### src/include/fvc_pkg.sv
package fvc_pkg;

  // Volatile read configuration fields.
  localparam int VRC_DUMMY_HI = 7;
  localparam int VRC_DUMMY_LO = 4;
  localparam int VRC_DXM_BIT  = 3;
  localparam int VRC_RSV_BIT  = 2;
  localparam int VRC_WRAP_HI  = 1;
  localparam int VRC_WRAP_LO  = 0;

  // Enhanced volatile configuration fields.
  localparam int EVC_QUAD_BIT = 7;
  localparam int EVC_DUAL_BIT = 6;
  localparam int EVC_RSV_BIT  = 5;
  localparam int EVC_HOLD_BIT = 4;
  localparam int EVC_ACC_BIT  = 3;
  localparam int EVC_DRV_HI   = 2;
  localparam int EVC_DRV_LO   = 0;

  // Nonvolatile protocol bits sampled at power-on.
  localparam int NVC_DUAL_BIT = 2;
  localparam int NVC_QUAD_BIT = 3;

  localparam logic [7:0] VRC_RESET = 8'hfb;
  localparam logic [7:0] EVC_RESET = 8'hdf;

  localparam logic [3:0] DUMMY_CODE_ZERO = 4'h0;
  localparam logic [3:0] DUMMY_CODE_DFLT = 4'hf;
  // Default count, sized for the fastest read type at the top clock.
  localparam logic [3:0] DUMMY_DEFAULT   = 4'ha;

  localparam logic [1:0] WRAP_16  = 2'h0;
  localparam logic [1:0] WRAP_32  = 2'h1;
  localparam logic [1:0] WRAP_64  = 2'h2;
  localparam logic [1:0] WRAP_SEQ = 2'h3;

  typedef enum logic [2:0] {
    FVC_PROTO_EXT  = 3'b001,
    FVC_PROTO_DUAL = 3'b010,
    FVC_PROTO_QUAD = 3'b100
  } fvc_proto_t;

endpackage

### src/fvc_wrap_addr.sv
`timescale 1ns/10ps
// Next read address, held inside the aligned window that wrap codes 00/01/10 select; code 11 steps on with no window.
module fvc_wrap_addr #(
  parameter int AW = 24
) (
  input  wire logic [AW-1:0] addr,
  input  wire logic [1:0]    wrap,
  output logic      [AW-1:0] next_addr
);
  import fvc_pkg::*;

  localparam int AW_MIN = 7;

  if (AW < AW_MIN) begin : g_aw_check
    $error("fvc_wrap_addr: AW must cover a 64-byte window");
  end

  logic [AW-1:0] inc;
  logic [AW-1:0] mask;

  always_comb begin
    inc = addr + {{(AW-1){1'b0}}, 1'b1};
    case (wrap)
      WRAP_16: mask = {{(AW-4){1'b0}}, 4'hf};
      WRAP_32: mask = {{(AW-5){1'b0}}, 5'h1f};
      WRAP_64: mask = {{(AW-6){1'b0}}, 6'h3f};
      default: mask = '0;
    endcase
    if (wrap == WRAP_SEQ) begin
      next_addr = inc;
    end else begin
      next_addr = (addr & ~mask) | (inc & mask);
    end
  end

endmodule // fvc_wrap_addr

### src/fvc_config_regs.sv
`timescale 1ns/10ps
// What this block and its host do
// Both nonvolatile protocol bits low: quad at power-on
// Nonvolatile protocol choice applies only at power-on
// Volatile bits 7:4 set fast-read dummy cycles
// Dummy codes 0000 and 1111 both give default
// Host sizes dummy count for its clock
// Host keeps clock within dummy-count limit
// Volatile bit 3 low enables direct execute
// Some variants always run direct execute mode
// Volatile reserved bit 2 always reads zero
// Wrap codes 00/01/10 bound reads to 16/32/64
// Wrap code 11 reads sequentially without wrap
// Writes take effect at once, command only
// Enhanced bit 7 low selects quad protocol
// Enhanced bit 6 low selects dual protocol
// Enhanced bit 4 enables hold or reset pin
// Enhanced bit 3 low enables supply acceleration
// Bits 6,7 both low quad; 6 alone dual
// Power-on loads documented volatile defaults
module fvc_config_regs #(
  parameter int  AW         = 24,
  parameter bit  FORCE_DXM  = 1'b0,
  parameter bit  HAS_HOLD   = 1'b1
) (
  input  wire logic              clk_sys,
  input  wire logic              rstn,
  input  wire logic [7:0]        nvc_proto_bits,
  input  wire logic              vrc_wr,
  input  wire logic              evc_wr,
  input  wire logic [7:0]        wr_data,
  input  wire logic              addr_load,
  input  wire logic              addr_step,
  input  wire logic [AW-1:0]     start_addr,
  output logic      [7:0]        vrc_rd_data,
  output logic      [7:0]        evc_rd_data,
  output logic      [3:0]        dummy_cycles,
  output logic                   direct_execute_mode,
  output logic      [1:0]        wrap_mode,
  output fvc_pkg::fvc_proto_t    protocol,
  output logic                   hold_reset_en,
  output logic                   supply_accel_en,
  output logic      [2:0]        drive_strength,
  output logic      [AW-1:0]     read_addr
);
  import fvc_pkg::*;

  // The largest wrap window is 64 bytes, so the address needs six low bits
  // below at least one upper bit that the window keeps.
  localparam int AW_MIN = 7;

  if (AW < AW_MIN) begin : g_aw_check
    $error("fvc_config_regs: AW must cover a 64-byte window");
  end

  function automatic fvc_proto_t proto_of(input logic quad_n,
                                          input logic dual_n);
    if (!quad_n) begin
      proto_of = FVC_PROTO_QUAD;
    end else if (!dual_n) begin
      proto_of = FVC_PROTO_DUAL;
    end else begin
      proto_of = FVC_PROTO_EXT;
    end
  endfunction

  // Codes 0000 and 1111 are aliases; both give the default count.
  function automatic logic [3:0] dummy_of(input logic [3:0] code);
    if (code == DUMMY_CODE_ZERO || code == DUMMY_CODE_DFLT) begin
      dummy_of = DUMMY_DEFAULT;
    end else begin
      dummy_of = code;
    end
  endfunction

  ////////////////////////////////////////////////////////////////////////////

  logic [7:0]    vrc_q;
  logic [7:0]    evc_q;
  logic [7:0]    nvc_s1_q;
  logic [7:0]    nvc_s2_q;
  logic [1:0]    boot_cnt_q;
  logic          boot_capture;
  logic [3:0]    dummy_q;
  logic          dxm_q;
  logic          hold_q;
  logic          accel_q;
  fvc_proto_t    proto_q;
  fvc_proto_t    proto_d;
  logic [AW-1:0] addr_q;
  logic [AW-1:0] addr_next;

  // The nonvolatile image is static, but it arrives from another block,
  // so it is synchronised before the single power-on capture.
  always_ff @(posedge clk_sys or negedge rstn) begin
    if (!rstn) begin
      nvc_s1_q <= 8'hff;
      nvc_s2_q <= 8'hff;
    end else begin
      nvc_s1_q <= nvc_proto_bits;
      nvc_s2_q <= nvc_s1_q;
    end
  end

  // The second synchroniser stage still shows its reset value at the first
  // edge after release; it holds a real sample only from the second edge.
  // Capturing any earlier would always boot in extended mode.
  localparam logic [1:0] BOOT_CAPTURE = 2'h2;
  localparam logic [1:0] BOOT_DONE    = 2'h3;

  always_ff @(posedge clk_sys or negedge rstn) begin
    if (!rstn) begin
      boot_cnt_q <= 2'h0;
    end else if (boot_cnt_q != BOOT_DONE) begin
      boot_cnt_q <= boot_cnt_q + 2'h1;
    end
  end

  assign boot_capture = (boot_cnt_q == BOOT_CAPTURE);

  ////////////////////////////////////////////////////////////////////////////

  always_ff @(posedge clk_sys or negedge rstn) begin
    if (!rstn) begin
      vrc_q <= VRC_RESET;
    end else if (vrc_wr) begin
      vrc_q <= wr_data;
      vrc_q[VRC_RSV_BIT] <= 1'b0;
    end
  end

  always_ff @(posedge clk_sys or negedge rstn) begin
    if (!rstn) begin
      evc_q <= EVC_RESET;
    end else if (evc_wr) begin
      evc_q <= wr_data;
      evc_q[EVC_RSV_BIT] <= 1'b0;
    end
  end

  // Protocol is taken once from nonvolatile bits after reset release unless an
  // enhanced register write falls in that cycle and wins; then it follows each write.
  always_comb begin
    proto_d = proto_q;
    if (evc_wr) begin
      proto_d = proto_of(wr_data[EVC_QUAD_BIT],
                         wr_data[EVC_DUAL_BIT]);
    end else if (boot_capture) begin
      proto_d = proto_of(nvc_s2_q[NVC_QUAD_BIT],
                         nvc_s2_q[NVC_DUAL_BIT]);
    end
  end

  always_ff @(posedge clk_sys or negedge rstn) begin
    if (!rstn) begin
      proto_q <= FVC_PROTO_EXT;
    end else begin
      proto_q <= proto_d;
    end
  end

  ////////////////////////////////////////////////////////////////////////////

  // Derived settings are decoded from the written byte and registered in
  // the same edge as the register itself, so they change together with it
  // and every data output comes straight from a flip-flop.
  always_ff @(posedge clk_sys or negedge rstn) begin
    if (!rstn) begin
      dummy_q <= DUMMY_DEFAULT;
      dxm_q   <= FORCE_DXM;
    end else if (vrc_wr) begin
      dummy_q <= dummy_of(wr_data[VRC_DUMMY_HI:VRC_DUMMY_LO]);
      // Forced variants ignore the enable bit entirely.
      dxm_q   <= FORCE_DXM | ~wr_data[VRC_DXM_BIT];
    end
  end

  // Variants without the pin keep the function off whatever is written.
  always_ff @(posedge clk_sys or negedge rstn) begin
    if (!rstn) begin
      hold_q  <= HAS_HOLD & EVC_RESET[EVC_HOLD_BIT];
      accel_q <= ~EVC_RESET[EVC_ACC_BIT];
    end else if (evc_wr) begin
      hold_q  <= HAS_HOLD & wr_data[EVC_HOLD_BIT];
      accel_q <= ~wr_data[EVC_ACC_BIT];
    end
  end

  assign dummy_cycles        = dummy_q;
  assign direct_execute_mode = dxm_q;
  assign wrap_mode           = vrc_q[VRC_WRAP_HI:VRC_WRAP_LO];
  assign protocol            = proto_q;
  assign hold_reset_en       = hold_q;
  assign supply_accel_en     = accel_q;
  assign drive_strength      = evc_q[EVC_DRV_HI:EVC_DRV_LO];
  assign vrc_rd_data         = vrc_q;
  assign evc_rd_data         = evc_q;

  ////////////////////////////////////////////////////////////////////////////

  fvc_wrap_addr #(
    .AW        (AW)
  ) u_wrap (
    .addr      (addr_q),
    .wrap      (vrc_q[VRC_WRAP_HI:VRC_WRAP_LO]),
    .next_addr (addr_next)
  );

  // A load wins over a step in the same cycle, so a new read always starts
  // exactly at the issued address.
  always_ff @(posedge clk_sys or negedge rstn) begin
    if (!rstn) begin
      addr_q <= '0;
    end else if (addr_load) begin
      addr_q <= start_addr;
    end else if (addr_step) begin
      addr_q <= addr_next;
    end
  end

  assign read_addr = addr_q;

endmodule // fvc_config_regs

### config.mk
export PLATFORM = sky130hd
export DESIGN_NAME = fvc_config_regs
export DESIGN_NICKNAME = d
export VERILOG_FILES = /design/src/include/fvc_pkg.sv /design/src/fvc_wrap_addr.sv /design/src/fvc_config_regs.sv
export SDC_FILE = /design/constraint.sdc
export NUM_CORES = 1
export LEC_CHECK = 0
export BUFFER_PORTS_ARGS = -buffer_cell sky130_fd_sc_hd__buf_2
export CELL_PAD_IN_SITES_DETAIL_PLACEMENT = 1
export CELL_PAD_IN_SITES_GLOBAL_PLACEMENT = 1
export CORE_ASPECT_RATIO = 0.5
export CORE_MARGIN = 3
export CORE_UTILIZATION = 33
export DETAILED_ROUTE_END_ITERATION = 16
export MAX_ROUTING_LAYER = met4
export PLACE_DENSITY = 0.82
export SLEW_MARGIN = 20
export SYNTH_ARGS = -nofsm -noshare
export SYNTH_HDL_FRONTEND = slang
export SYNTH_SLANG_ARGS = --single-unit
### constraint.sdc
create_clock -name clk_sys -period 2.05 [get_ports clk_sys]
set_clock_uncertainty 0.15 [all_clocks]
set_input_delay 0.3075 -clock clk_sys [delete_from_list [all_inputs] [get_ports clk_sys]]
set_output_delay 0.3075 -clock clk_sys [all_outputs]
set_load 0.03 [all_outputs]
==> results of run 1 <==
[sequential cells by signal (all words and copies together), names as in the netlist, named ones only]
name and cells:
nvc_s1_q 2, vrc_rd_data 7, dummy_cycles 4, direct_execute_mode 1, protocol 3, nvc_s2_q 2
supply_accel_en 1, boot_cnt_q 2, read_addr 22, evc_rd_data 7
[metal layers]
layer	vias up	GRT usage [%]	routed length, µm
li1	1117	-	-
met3	23	3.99	293
met2	62	30.6	4040
met1	1164	18.6	3170
met4	0	7.26	228
met5	-	-	0
[cell usage after synthesis (all sizes together)]
master  number
a22oi        1
ha           5
o41a         1
o211ai       2
and4         3
or3          5
xnor2        7
inv          8
nand3       14
nand3b       1
a31oi       10
xor2         5
dfstp       21
a211o        1
o21ai       20
or4          9
dfrtp       32
nor2        16
o31ai        5
a21oi        4
nand2       25
conb         1
nor2b        4
o41ai        1
o22a         1
nand4        6
nor4         3
mux2i        4
mux2        15
or2          1
clkbuf       9
nand2b       1
buf         11
nor3         5
[final cells by class]
type | instances | area share (%)
Multi-Input combinational cell | 178 | 34.7
Timing Repair Buffer | 115 | 17.9
Clock inverter | 3 | 1.26
Inverter | 8 | 0.839
Clock buffer | 5 | 3.50
Sequential cell | 53 | 38.0
Tap cell | 108 | 3.78
[placed cells by master, fill, tap and decap left out, drive strengths merged, types with 3 or more instances in the layout]
master       netlist  layout
mux2i              4       4
clkbuf             9       5
nand2             25      25
xor2               5       5
dfrtp             32      32
xnor2              7       7
nor2b              4       4
nor3               5       5
dlygate4sd3        0       3
ha                 5       5
nand3             14      14
nand4              6       6
mux2              15      15
inv                8       9
a21oi              4       4
dfstp             21      21
a31oi             10      10
buf               11     112
or3                5       6
o21ai             20      20
nor4               3       3
o31ai              5       5
or4                9       9
nor2              16      16
and4               3       3
[worst paths after layout]
kind                                 from       endpoint  cells after the start
setup / recovery           vrc_rd_data[1]  read_addr[23]                      5
hold / removal              start_addr[0]   read_addr[0]                      3
setup reg to reg           vrc_rd_data[1]  read_addr[23]                      5
hold reg to reg               nvc_s1_q[2]    nvc_s2_q[2]                      0
max in group asynchronous            rstn    protocol[0]                      3
min in group asynchronous            rstn  read_addr[10]                      2
[power groups by stage]
stage | sequential [W] | clock [W] | combinational (W)
2_1_floorplan | 0.00147 | 0 | 0.000232
3_3_place_gp | 0.00127 | 0 | 0.000650
3_5_place_dp | 0.00129 | 0 | 0.000673
4_1_cts | 0.00127 | 0.00100 | 0.000687
5_1_grt | 0.00128 | 0.00104 | 0.000743
6_report | 0.00127 | 0.000972 | 0.000687
[through the flow]
stage          TNS [ps]  total power (W)  utilization, %
6_report          -67.0          0.00293            47.3
5_1_grt            -599          0.00307            47.3
2_1_floorplan      -847          0.00170               -
4_1_cts           -25.9          0.00295            46.8
3_5_place_dp       -227          0.00196            43.8
3_3_place_gp          0          0.00192            43.8
[timing repair]
action	CTS	global route
hold endpoints to repair	12	0
pin swaps	1	4
setup endpoints to repair	8	12
setup buffers	1	1
resized for setup	2	7
hold buffers	3	0
gates cloned	1	0
[cell families (layout without fill, tap and decap cells)]
logic type,Yosys count,in the layout
compound gates,46,46
flops,53,53
buf+inv,28,131
xor+xnor,12,12
other cells,1,2
fa+ha+maj,5,5
simple gates,93,94
mux,19,19
[worst max-delay path, stage by stage (launching register included)]
cell     delay (ps)
dfstp_2         560
ha_4            160
nand3_4          80
or3_4           390
or4_4           500
a31oi_1         180
==> qor.txt, run 1 <==
die area - 0.00924 mm²
Yosys reg bits - 53
Crit. End Element - register
Post-Place Cells - 456
Num CTS Buffers - 5
Global Route Usage Sum - 17.2%
Die H - 69.5 µm
post-synthesis mux area share - 7.85%
Yosys top cell area share - 30.1%
vias post-DR - 2366
Max-Cap Viols - 0
worst vdd ir - 0.000398 V
register area - 0.00136 mm²
Routed Wire Length - 7730 µm
CTS Buffer Depth - 2
die span in x - 133 µm
CP required - 2120 ps
fin. max-slew vios - 0
clk slew on worst S/H paths - 70 ps
Hold WC Path Type - input port to register
Hold WS - 77.5 ps
DRC viols - 0
fillcell total - 877
Avg Inst Size Synth - 10.4 µm²
crit path launch type - register
CTS tree - done
WL/cell - 16.5 µm
initial core utilization - 35.2%
Tmin final - 2090 ps
sw frac - 31.9%
failing checks - setup timing
Synth area leaders - dfrtp_1 30%, dfstp_2 21%, mux2_2 6.3%
final worst-path cycle share - 102%
P_sw - 0.000932 W
layout cells sized above 1 - 48.9%
Net count, final - 412
first-pass GRT wire length - 12600 µm
final setup fails - 4
finished layout cell area - 0.00358 mm²
synth warn - 0
combinational cell fraction of total power - 23.5%
Place WS - -75.3 ps
crit path DAT - 2160 ps
area growth from synthesis to layout - 34.5%
CTS Sinks - 53
Internal Power - 0.00199 W
WS Path Type - register to register
Post-Synth Simple-Gate Area - 18.8%
H-tree depth - 2
leak pwr - 1.55 nW
status - finished, violations left
n_diodes - 0
clk root buf - clkbuf_16
Cell variety after synth - 40
main combinational cell family by area after synthesis - simple AND/OR/NAND/NOR gates
Rows - 22
RSZ-0062 raised after global routing - yes
via/cell ratio - 5.03
GRT Residual Overflow - 0
XOR/XNOR share of the synthesized area - 3.95%
number of port buffers - 92
clock latency on the worst-skew pair - 300 ps
Finished Layout Cells - 470
clock power share - 33.2%
largest net degree at the start of global routing - 26
GP Congestion - 0.802
Final WS setup - -42.2 ps
# IOs - 101
final hold violations - 0
placed cell areas - 0.00332 mm²
1st-pass router iterations - 4
cell taking the most area after synthesis - dfrtp_1
post-synthesis compound-gate area fraction - 10.6%
Flop pwr share - 43.3%
core box area - 0.00757 mm²
HPWL Detailed - 5640 µm
synthesized area - 0.00266 mm²
adder-cell share of the synthesized area - 2.35%
vias in the first global route - 2568
DRT antenna net count - 0
initial antenna violation count - 0
Power Dens Cells - 818 mW/mm²
Worst R2R Setup Slack - -40 ps
fmax - 0.478 GHz
Mapped Cells - 257
Seq/Total Area, Yosys - 50.8%
DR iter-0 viols - 70
CP Max Fanout - 6
multi-input combinational cell area - 0.00124 mm²
No activity file was read; power rests on OpenSTA's default activity.
==> run 2: changes to the inputs <==
--- a/config.mk
+++ b/config.mk
@@ -12,6 +12,7 @@
 export CORE_MARGIN = 3
 export CORE_UTILIZATION = 33
 export DETAILED_ROUTE_END_ITERATION = 16
+export HOLD_SLACK_MARGIN = 0.1
 export MAX_ROUTING_LAYER = met4
 export PLACE_DENSITY = 0.82
 export SLEW_MARGIN = 20
==> run 2 against run 1 <==
Effect of this change: the run still ends with setup timing left; clock power fell by 0.4%; routed wire length rose by 0.76%; via count rose by 1.6%; setup slack got worse by 4.7 ps; register-to-register slack barely moved; hold slack improved by 28 ps; critical path type unchanged; largest cell class unchanged.
==> qor.txt, run 2 (synthesis gave the netlist of run 1 again) <==
status - finished, violations left (unchanged)
failing checks - setup timing (unchanged)
clk slew on worst S/H paths - 70 ps (about the same)
n_diodes - 0 (unchanged)
CTS tree - done (unchanged)
Power Dens Cells - 798 mW/mm² (was 818 mW/mm²)
Hold Path Sink - read_addr[13] (was read_addr[0])
initial core utilization - 35.2% (unchanged)
CTS Buffer Depth - 2 (unchanged)
Finished Layout Cells - 480 (was 470)
GRT Residual Overflow - 0 (unchanged)
Final Util - 48.6% (was 47.3%)
max FFs per register - 22 (unchanged)
initial antenna violation count - 0 (unchanged)
CP required - 2120 ps (about the same)
final hold violations - 0 (unchanged)
Tmin final - 2100 ps (was 2090 ps)
leak pwr - 1.59 nW (was 1.55 nW)
H-tree depth - 2 (unchanged)
RSZ-0062 raised after global routing - yes (unchanged)
Net count, final - 422 (was 412)
setup TNS - -78.7 ps (was -67.0 ps)
fmax - 0.477 GHz (was 0.478 GHz)
clk root buf - clkbuf_16 (unchanged)
RR Startpoint - vrc_rd_data[1] (unchanged)
r2r endpoint - read_addr[23] (unchanged)
met2 Use GR - 31.2% (was 30.6%)
largest net degree at the start of global routing - 26 (unchanged)
CTS Sinks - 53 (unchanged)
Global Route met3 Usage - 3.99% (unchanged)
DRC viols - 0 (unchanged)
Max-Cap Viols - 0 (unchanged)
fin. max-slew vios - 0 (unchanged)
final worst-path cycle share - 102% (about the same)
WS Path Type - register to register (unchanged)
WL/cell - 16.2 µm (was 16.5 µm)
1st-pass router iterations - 4 (unchanged)
Num CTS Buffers - 5 (unchanged)
GR peak layer - met2 (unchanged)
commonest cells after routing, fill and taps aside - 92 x buf_2, 26 x dfrtp_1, 25 x nand2_1, 21 x dfstp_2, 20 x o21ai_0 (was 92 x buf_2, 26 x dfrtp_1, 25 x nand2_1, 21 x dfstp_2)
reg2reg path depth - 5 (unchanged)
layout cells sized above 1 - 47.8% (was 48.9%)
crit path launch type - register (unchanged)
DR iter-0 viols - 87 (was 70)
Post-Place Cells - 456 (unchanged)
# IOs - 101 (unchanged)
hold path start - start_addr[13] (was start_addr[0])
Rows - 22 (unchanged)
vias post-DR - 2405 (was 2366)
area growth from synthesis to layout - 38.3% (was 34.5%)
first-pass GRT wire length - 12800 µm (was 12600 µm)
GR Layer Usage met1 - 18.9% (was 18.6%)
clock latency on the worst-skew pair - 290 ps (was 300 ps)
die span in x - 133 µm (unchanged)
DRT antenna net count - 0 (unchanged)
Final WS setup - -46.9 ps (was -42.2 ps)
number of port buffers - 92 (unchanged)
Global Route Usage Sum - 17.5% (was 17.2%)
via/cell ratio - 5.01 (was 5.03)
core box area - 0.00757 mm² (unchanged)
Worst R2R Setup Slack - -50 ps (was -40 ps)
CP Max Fanout - 6 (unchanged)
Routed Wire Length - 7790 µm (was 7730 µm)
Crit. End Element - register (unchanged)
hold path depth - 3 (unchanged)
vias in the first global route - 2602 (was 2568)
HPWL Detailed - 5640 µm (unchanged)
die area - 0.00924 mm² (unchanged)
commonest non-fill, non-tap cell in the layout - buf_2 (unchanged)
GP Congestion - 0.802 (unchanged)
crit path DAT - 2160 ps (about the same)
final setup fails - 4 (unchanged)
Die H - 69.5 µm (unchanged)
worst vdd ir - 0.000394 V (was 0.000398 V)
Hold WC Path Type - input port to register (unchanged)
[run 2: area by class of cell]
type | count | area, µm²
Timing Repair Buffer | 125 | 744
Sequential cell | 53 | 1360
Tap cell | 108 | 135
Inverter | 8 | 30.0
Multi-Input combinational cell | 178 | 1240
Fill cell | 879 | 3890
Clock inverter | 3 | 45.0
Clock buffer | 5 | 125
[run 2: per-stage QoR]
step	power, W	worst slack (ps)	instance area (µm²)	hold slack [ps]
after CTS	0.00297	-13.4	3640	101
after global routing	0.00309	-113	3680	104
after floorplan	0.00170	-121	2710	-138
after global placement	0.00192	4.59	3320	37.5
final	0.00294	-46.9	3680	105
after detailed placement	0.00196	-75.3	3320	52.5
[run 2: worst max-delay path by stage]
stage / from / to / slack, ps / cells past startpoint
floorplan: vrc_rd_data[1] / read_addr[13] / -120 / 6
global placement: vrc_rd_data[1] / read_addr[16] / 5 / 5
detailed placement: vrc_rd_data[1] / read_addr[18] / -80 / 5
CTS: vrc_rd_data[1] / read_addr[23] / -10 / 5
global route: vrc_rd_data[1] / read_addr[23] / -110 / 5
finish: vrc_rd_data[1] / read_addr[23] / -50 / 5
[run 2: metal layers]
metal	vias up	wire (µm)
li1	1141	-
met1	1184	3150
met2	57	4110
met3	23	303
met4	0	224
met5	-	0
[run 2: power by group]
group / switching [W] / leakage, nW / internal [W] / total [W]
clock network: 0.000389 / 0.0843 / 0.000579 / 0.000968
registers: 0.0000959 / 0.583 / 0.00117 / 0.00127
logic: 0.000446 / 0.924 / 0.000256 / 0.000702
[run 2: timing repair]
action                     in CTS  in global routing
hold buffers                   13                  0
hold endpoints to repair       36                  0
pin swaps                       1                  5
setup buffers                   1                  1
gates resized for setup         2                  7
cloned                          1                  0
setup endpoints to repair       8                 12
[run 2: worst max-delay path: stages (launching register included)]
cell     delay (ps)
dfstp_2         560
ha_4            150
nand3_4          80
or3_4           390
or4_4           500
a31oi_1         180
==> run 3: changes to the inputs <==
--- a/config.mk
+++ b/config.mk
@@ -5,6 +5,7 @@
 export SDC_FILE = /design/constraint.sdc
 export NUM_CORES = 1
 export LEC_CHECK = 0
+export ABC_AREA = 1
 export BUFFER_PORTS_ARGS = -buffer_cell sky130_fd_sc_hd__buf_2
 export CELL_PAD_IN_SITES_DETAIL_PLACEMENT = 1
 export CELL_PAD_IN_SITES_GLOBAL_PLACEMENT = 1
==> run 3 against run 2 <==
Effect of this change: global-route usage shrank 0.24 points; critical endpoint is now read_addr[8]; final cell count up 25%; fmax up 18%; largest cell class is now multi-input gates; first-iteration DRC count up 16%; sequential share of layout area fell by 1.9 points; core utilization decreased by 5.3 points; synthesized area is 16% higher; power rose by 4.1%; the run now ends clean; combinational power grew 21%; register-to-register slack better by 320 ps.
==> qor.txt, run 3 <==
status - completed (was finished, violations left)
Global Route Usage Sum - 17.2% (was 17.5%)
GRT Residual Overflow - 0 (unchanged)
Hold Path Sink - evc_rd_data[3] (was read_addr[13])
Avg Inst Size Synth - 8.03 µm² (was 10.4 µm²)
leak pwr - 1.92 nW (was 1.59 nW)
worst vdd ir - 0.000363 V (was 0.000394 V)
Mapped Cells - 385 (was 257)
1st-pass router iterations - 4 (unchanged)
CTS Sinks - 53 (unchanged)
clk slew on worst S/H paths - 70 ps (about the same)
core box area - 0.00892 mm² (was 0.00757 mm²)
final hold violations - 0 (unchanged)
CTS Buffer Depth - 2 (unchanged)
setup TNS - 0 ps (was -78.7 ps)
largest net degree at the start of global routing - 54 (was 26)
crit path DAT - 1790 ps (was 2160 ps)
commonest cells after routing, fill and taps aside - 101 x nand2_1, 92 x buf_2, 36 x nor2_1, 32 x dfrtp_1, 31 x inv_1 (was 92 x buf_2, 26 x dfrtp_1, 25 x nand2_1, 21 x dfstp_2, 20 x o21ai_0)
sw frac - 37.6% (was 31.7%)
clock power share - 28.4% (was 33.0%)
Num CTS Buffers - 5 (unchanged)
WL/cell - 14.6 µm (was 16.2 µm)
hold path depth - 3 (unchanged)
synth warn - 0 (unchanged)
n_diodes - 0 (unchanged)
Hold WC Path Type - input port to register (unchanged)
Die H - 74.5 µm (was 69.5 µm)
Net count, final - 532 (was 422)
layout cells sized above 1 - 34.9% (was 47.8%)
die area - 0.0106 mm² (was 0.00924 mm²)
Primary FF master, synth - dfrtp_1 (unchanged)
HPWL Detailed - 6560 µm (was 5640 µm)
Worst path slowest cell - dfstp_2 (unchanged)
reg2reg path depth - 6 (was 5)
fmax - 0.563 GHz (was 0.477 GHz)
CP max stage delay - 570 ps (was 560 ps)
initial core utilization - 34.7% (was 35.2%)
via/cell ratio - 4.87 (was 5.01)
Tmin final - 1780 ps (was 2100 ps)
first-pass GRT wire length - 14300 µm (was 12800 µm)
Synth area leaders - dfrtp_1 26%, dfstp_2 18%, nand2_1 12% (was dfrtp_1 30%, dfstp_2 21%, mux2_2 6.3%)
DR iter-0 viols - 101 (was 87)
Max-Cap Viols - 0 (unchanged)
DRC viols - 0 (unchanged)
Rows - 24 (was 22)
clock latency on the worst-skew pair - 290 ps (about the same)
max FFs per register - 22 (unchanged)
RSZ-0062 raised after global routing - no (was yes)
Yosys top cell area share - 25.9% (was 30.1%)
CP Max Fanout - 17 (was 6)
Crit. End Element - register (unchanged)
H-tree depth - 2 (unchanged)
number of port buffers - 92 (unchanged)
Power Dens Cells - 792 mW/mm² (was 798 mW/mm²)
r2r endpoint - read_addr[8] (was read_addr[23])
Internal Power - 0.00191 W (was 0.00201 W)
WS Path Type - register to register (unchanged)
RR Startpoint - vrc_rd_data[1] (unchanged)
CTS tree - done (unchanged)
DRT antenna net count - 0 (unchanged)
cell taking the most area after synthesis - dfrtp_1 (unchanged)
GP Congestion - 0.797 (was 0.802)
Yosys reg bits - 53 (unchanged)
fillcell total - 1122 (was 879)
Seq/Total Area, Yosys - 43.7% (was 50.8%)
largest delay contributor family on the critical path - flip-flops (was simple AND/OR/NAND/NOR gates)
top cells by count, synth - 101 x nand2_1, 36 x nor2_1, 32 x dfrtp_1 (was 32 x dfrtp_1, 25 x nand2_1, 21 x dfstp_2)
Flop pwr share - 43.8% (was 43.1%)
fin. max-slew vios - 0 (unchanged)
Worst R2R Setup Slack - 270 ps (was -50 ps)
Hold WS - 112 ps (was 105 ps)
final setup fails - 0 (was 4)
worst path buffer plus inverter count - 1 (was 0)
clk root buf - clkbuf_16 (unchanged)
CP cell instances - ha_1, nor2_2, nor2_2, inv_2, o21ai_0, o21ai_0 (was ha_4, nand3_4, or3_4, or4_4, a31oi_1)
crit path launch type - register (unchanged)
ys async rst share - 100% (unchanged)
P_sw - 0.00115 W (was 0.000931 W)
Cell variety after synth - 38 (was 40)
initial antenna violation count - 0 (unchanged)
die span in x - 143 µm (was 133 µm)
# IOs - 101 (unchanged)
Routed Wire Length - 8730 µm (was 7790 µm)
most numerous cell in the Yosys netlist - nand2_1 (was dfrtp_1)
CP required - 2060 ps (was 2120 ps)
vias in the first global route - 2908 (was 2602)
Post-synth EDFFs - 0 (unchanged)
combinational cell fraction of total power - 27.8% (was 23.9%)
synthesized area - 0.00309 mm² (was 0.00266 mm²)
vias post-DR - 2918 (was 2405)
area growth from synthesis to layout - 24.9% (was 38.3%)
commonest non-fill, non-tap cell in the layout - nand2_1 (was buf_2)
Power Total - 0.00306 W (was 0.00294 W)
final worst-path cycle share - 86.7% (was 102%)
hold path start - wr_data[3] (was start_addr[13])
-- run 3: worst max path at each step --
stage / from / end / cells after the start
2_1_floorplan: vrc_rd_data[1] / read_addr[6] / 8
4_1_cts: vrc_rd_data[1] / read_addr[8] / 7
3_5_place_dp: vrc_rd_data[1] / read_addr[8] / 6
3_3_place_gp: vrc_rd_data[1] / read_addr[8] / 6
5_1_grt: vrc_rd_data[1] / read_addr[8] / 6
6_report: vrc_rd_data[1] / read_addr[8] / 6
-- run 3: cells by family after synthesis --
logic type      after synthesis  share of synthesized area [%]
flops                        53                           43.7
simple gates                205                           32.3
other cells                   1                          0.121
fa+ha+maj                     5                           2.02
compound gates               61                           11.8
buf+inv                      55                           8.62
xor+xnor                      5                           1.42
-- run 3: routing by layer --
layer | wire length [µm] | vias up | GRT usage (%)
met4 | 75 | 0 | 2.74
met1 | 4100 | 1423 | 22.5
li1 | - | 1426 | -
met2 | 4170 | 63 | 29.0
met5 | 0 | - | -
met3 | 382 | 6 | 3.02
-- run 3: area by class of cell --
| type | instances | area [µm²] | area share (%) |
|---|---|---|---|
| clock buffers | 5 | 125 | 3.24 |
| clock inverters | 3 | 21.3 | 0.551 |
| inverters | 37 | 139 | 3.60 |
| multi-input cells | 278 | 1480 | 38.3 |
| flip-flops and latches | 53 | 1350 | 35.0 |
| well taps | 117 | 146 | 3.79 |
| repair buffers | 106 | 601 | 15.5 |
-- run 3: through the flow --
| stage | std cells | setup WS, ps | area (µm²) | utilization, % |
|---|---|---|---|---|
| 2_1_floorplan | 386 | 291 | 3100 | - |
| 3_3_place_gp | 582 | 340 | 3630 | 40.7 |
| 3_5_place_dp | 582 | 286 | 3630 | 40.7 |
| 4_1_cts | 599 | 246 | 3860 | 43.3 |
| 5_1_grt | 599 | 117 | 3860 | 43.3 |
| 6_report | 599 | 273 | 3860 | 43.3 |
-- run 3: power groups by stage --
stage,clock [W],combinational [W],sequential [W]
detailed placement,0,0.000845,0.00136
floorplan,0,0.000363,0.00155
CTS,0.000900,0.000860,0.00134
global route,0.000945,0.000933,0.00136
global placement,0,0.000822,0.00135
finish,0.000868,0.000849,0.00134
-- run 3: worst min-delay path, cell delays in order --
cell and delay (ps):
buf_2 130, nand2_1 70, nand2_1 50
-- run 3: repair_timing --
action	in CTS	in global routing
endpoints found under the hold margin	41	0
setup buffers	0	0
hold buffers	9	0
resized for setup	0	0
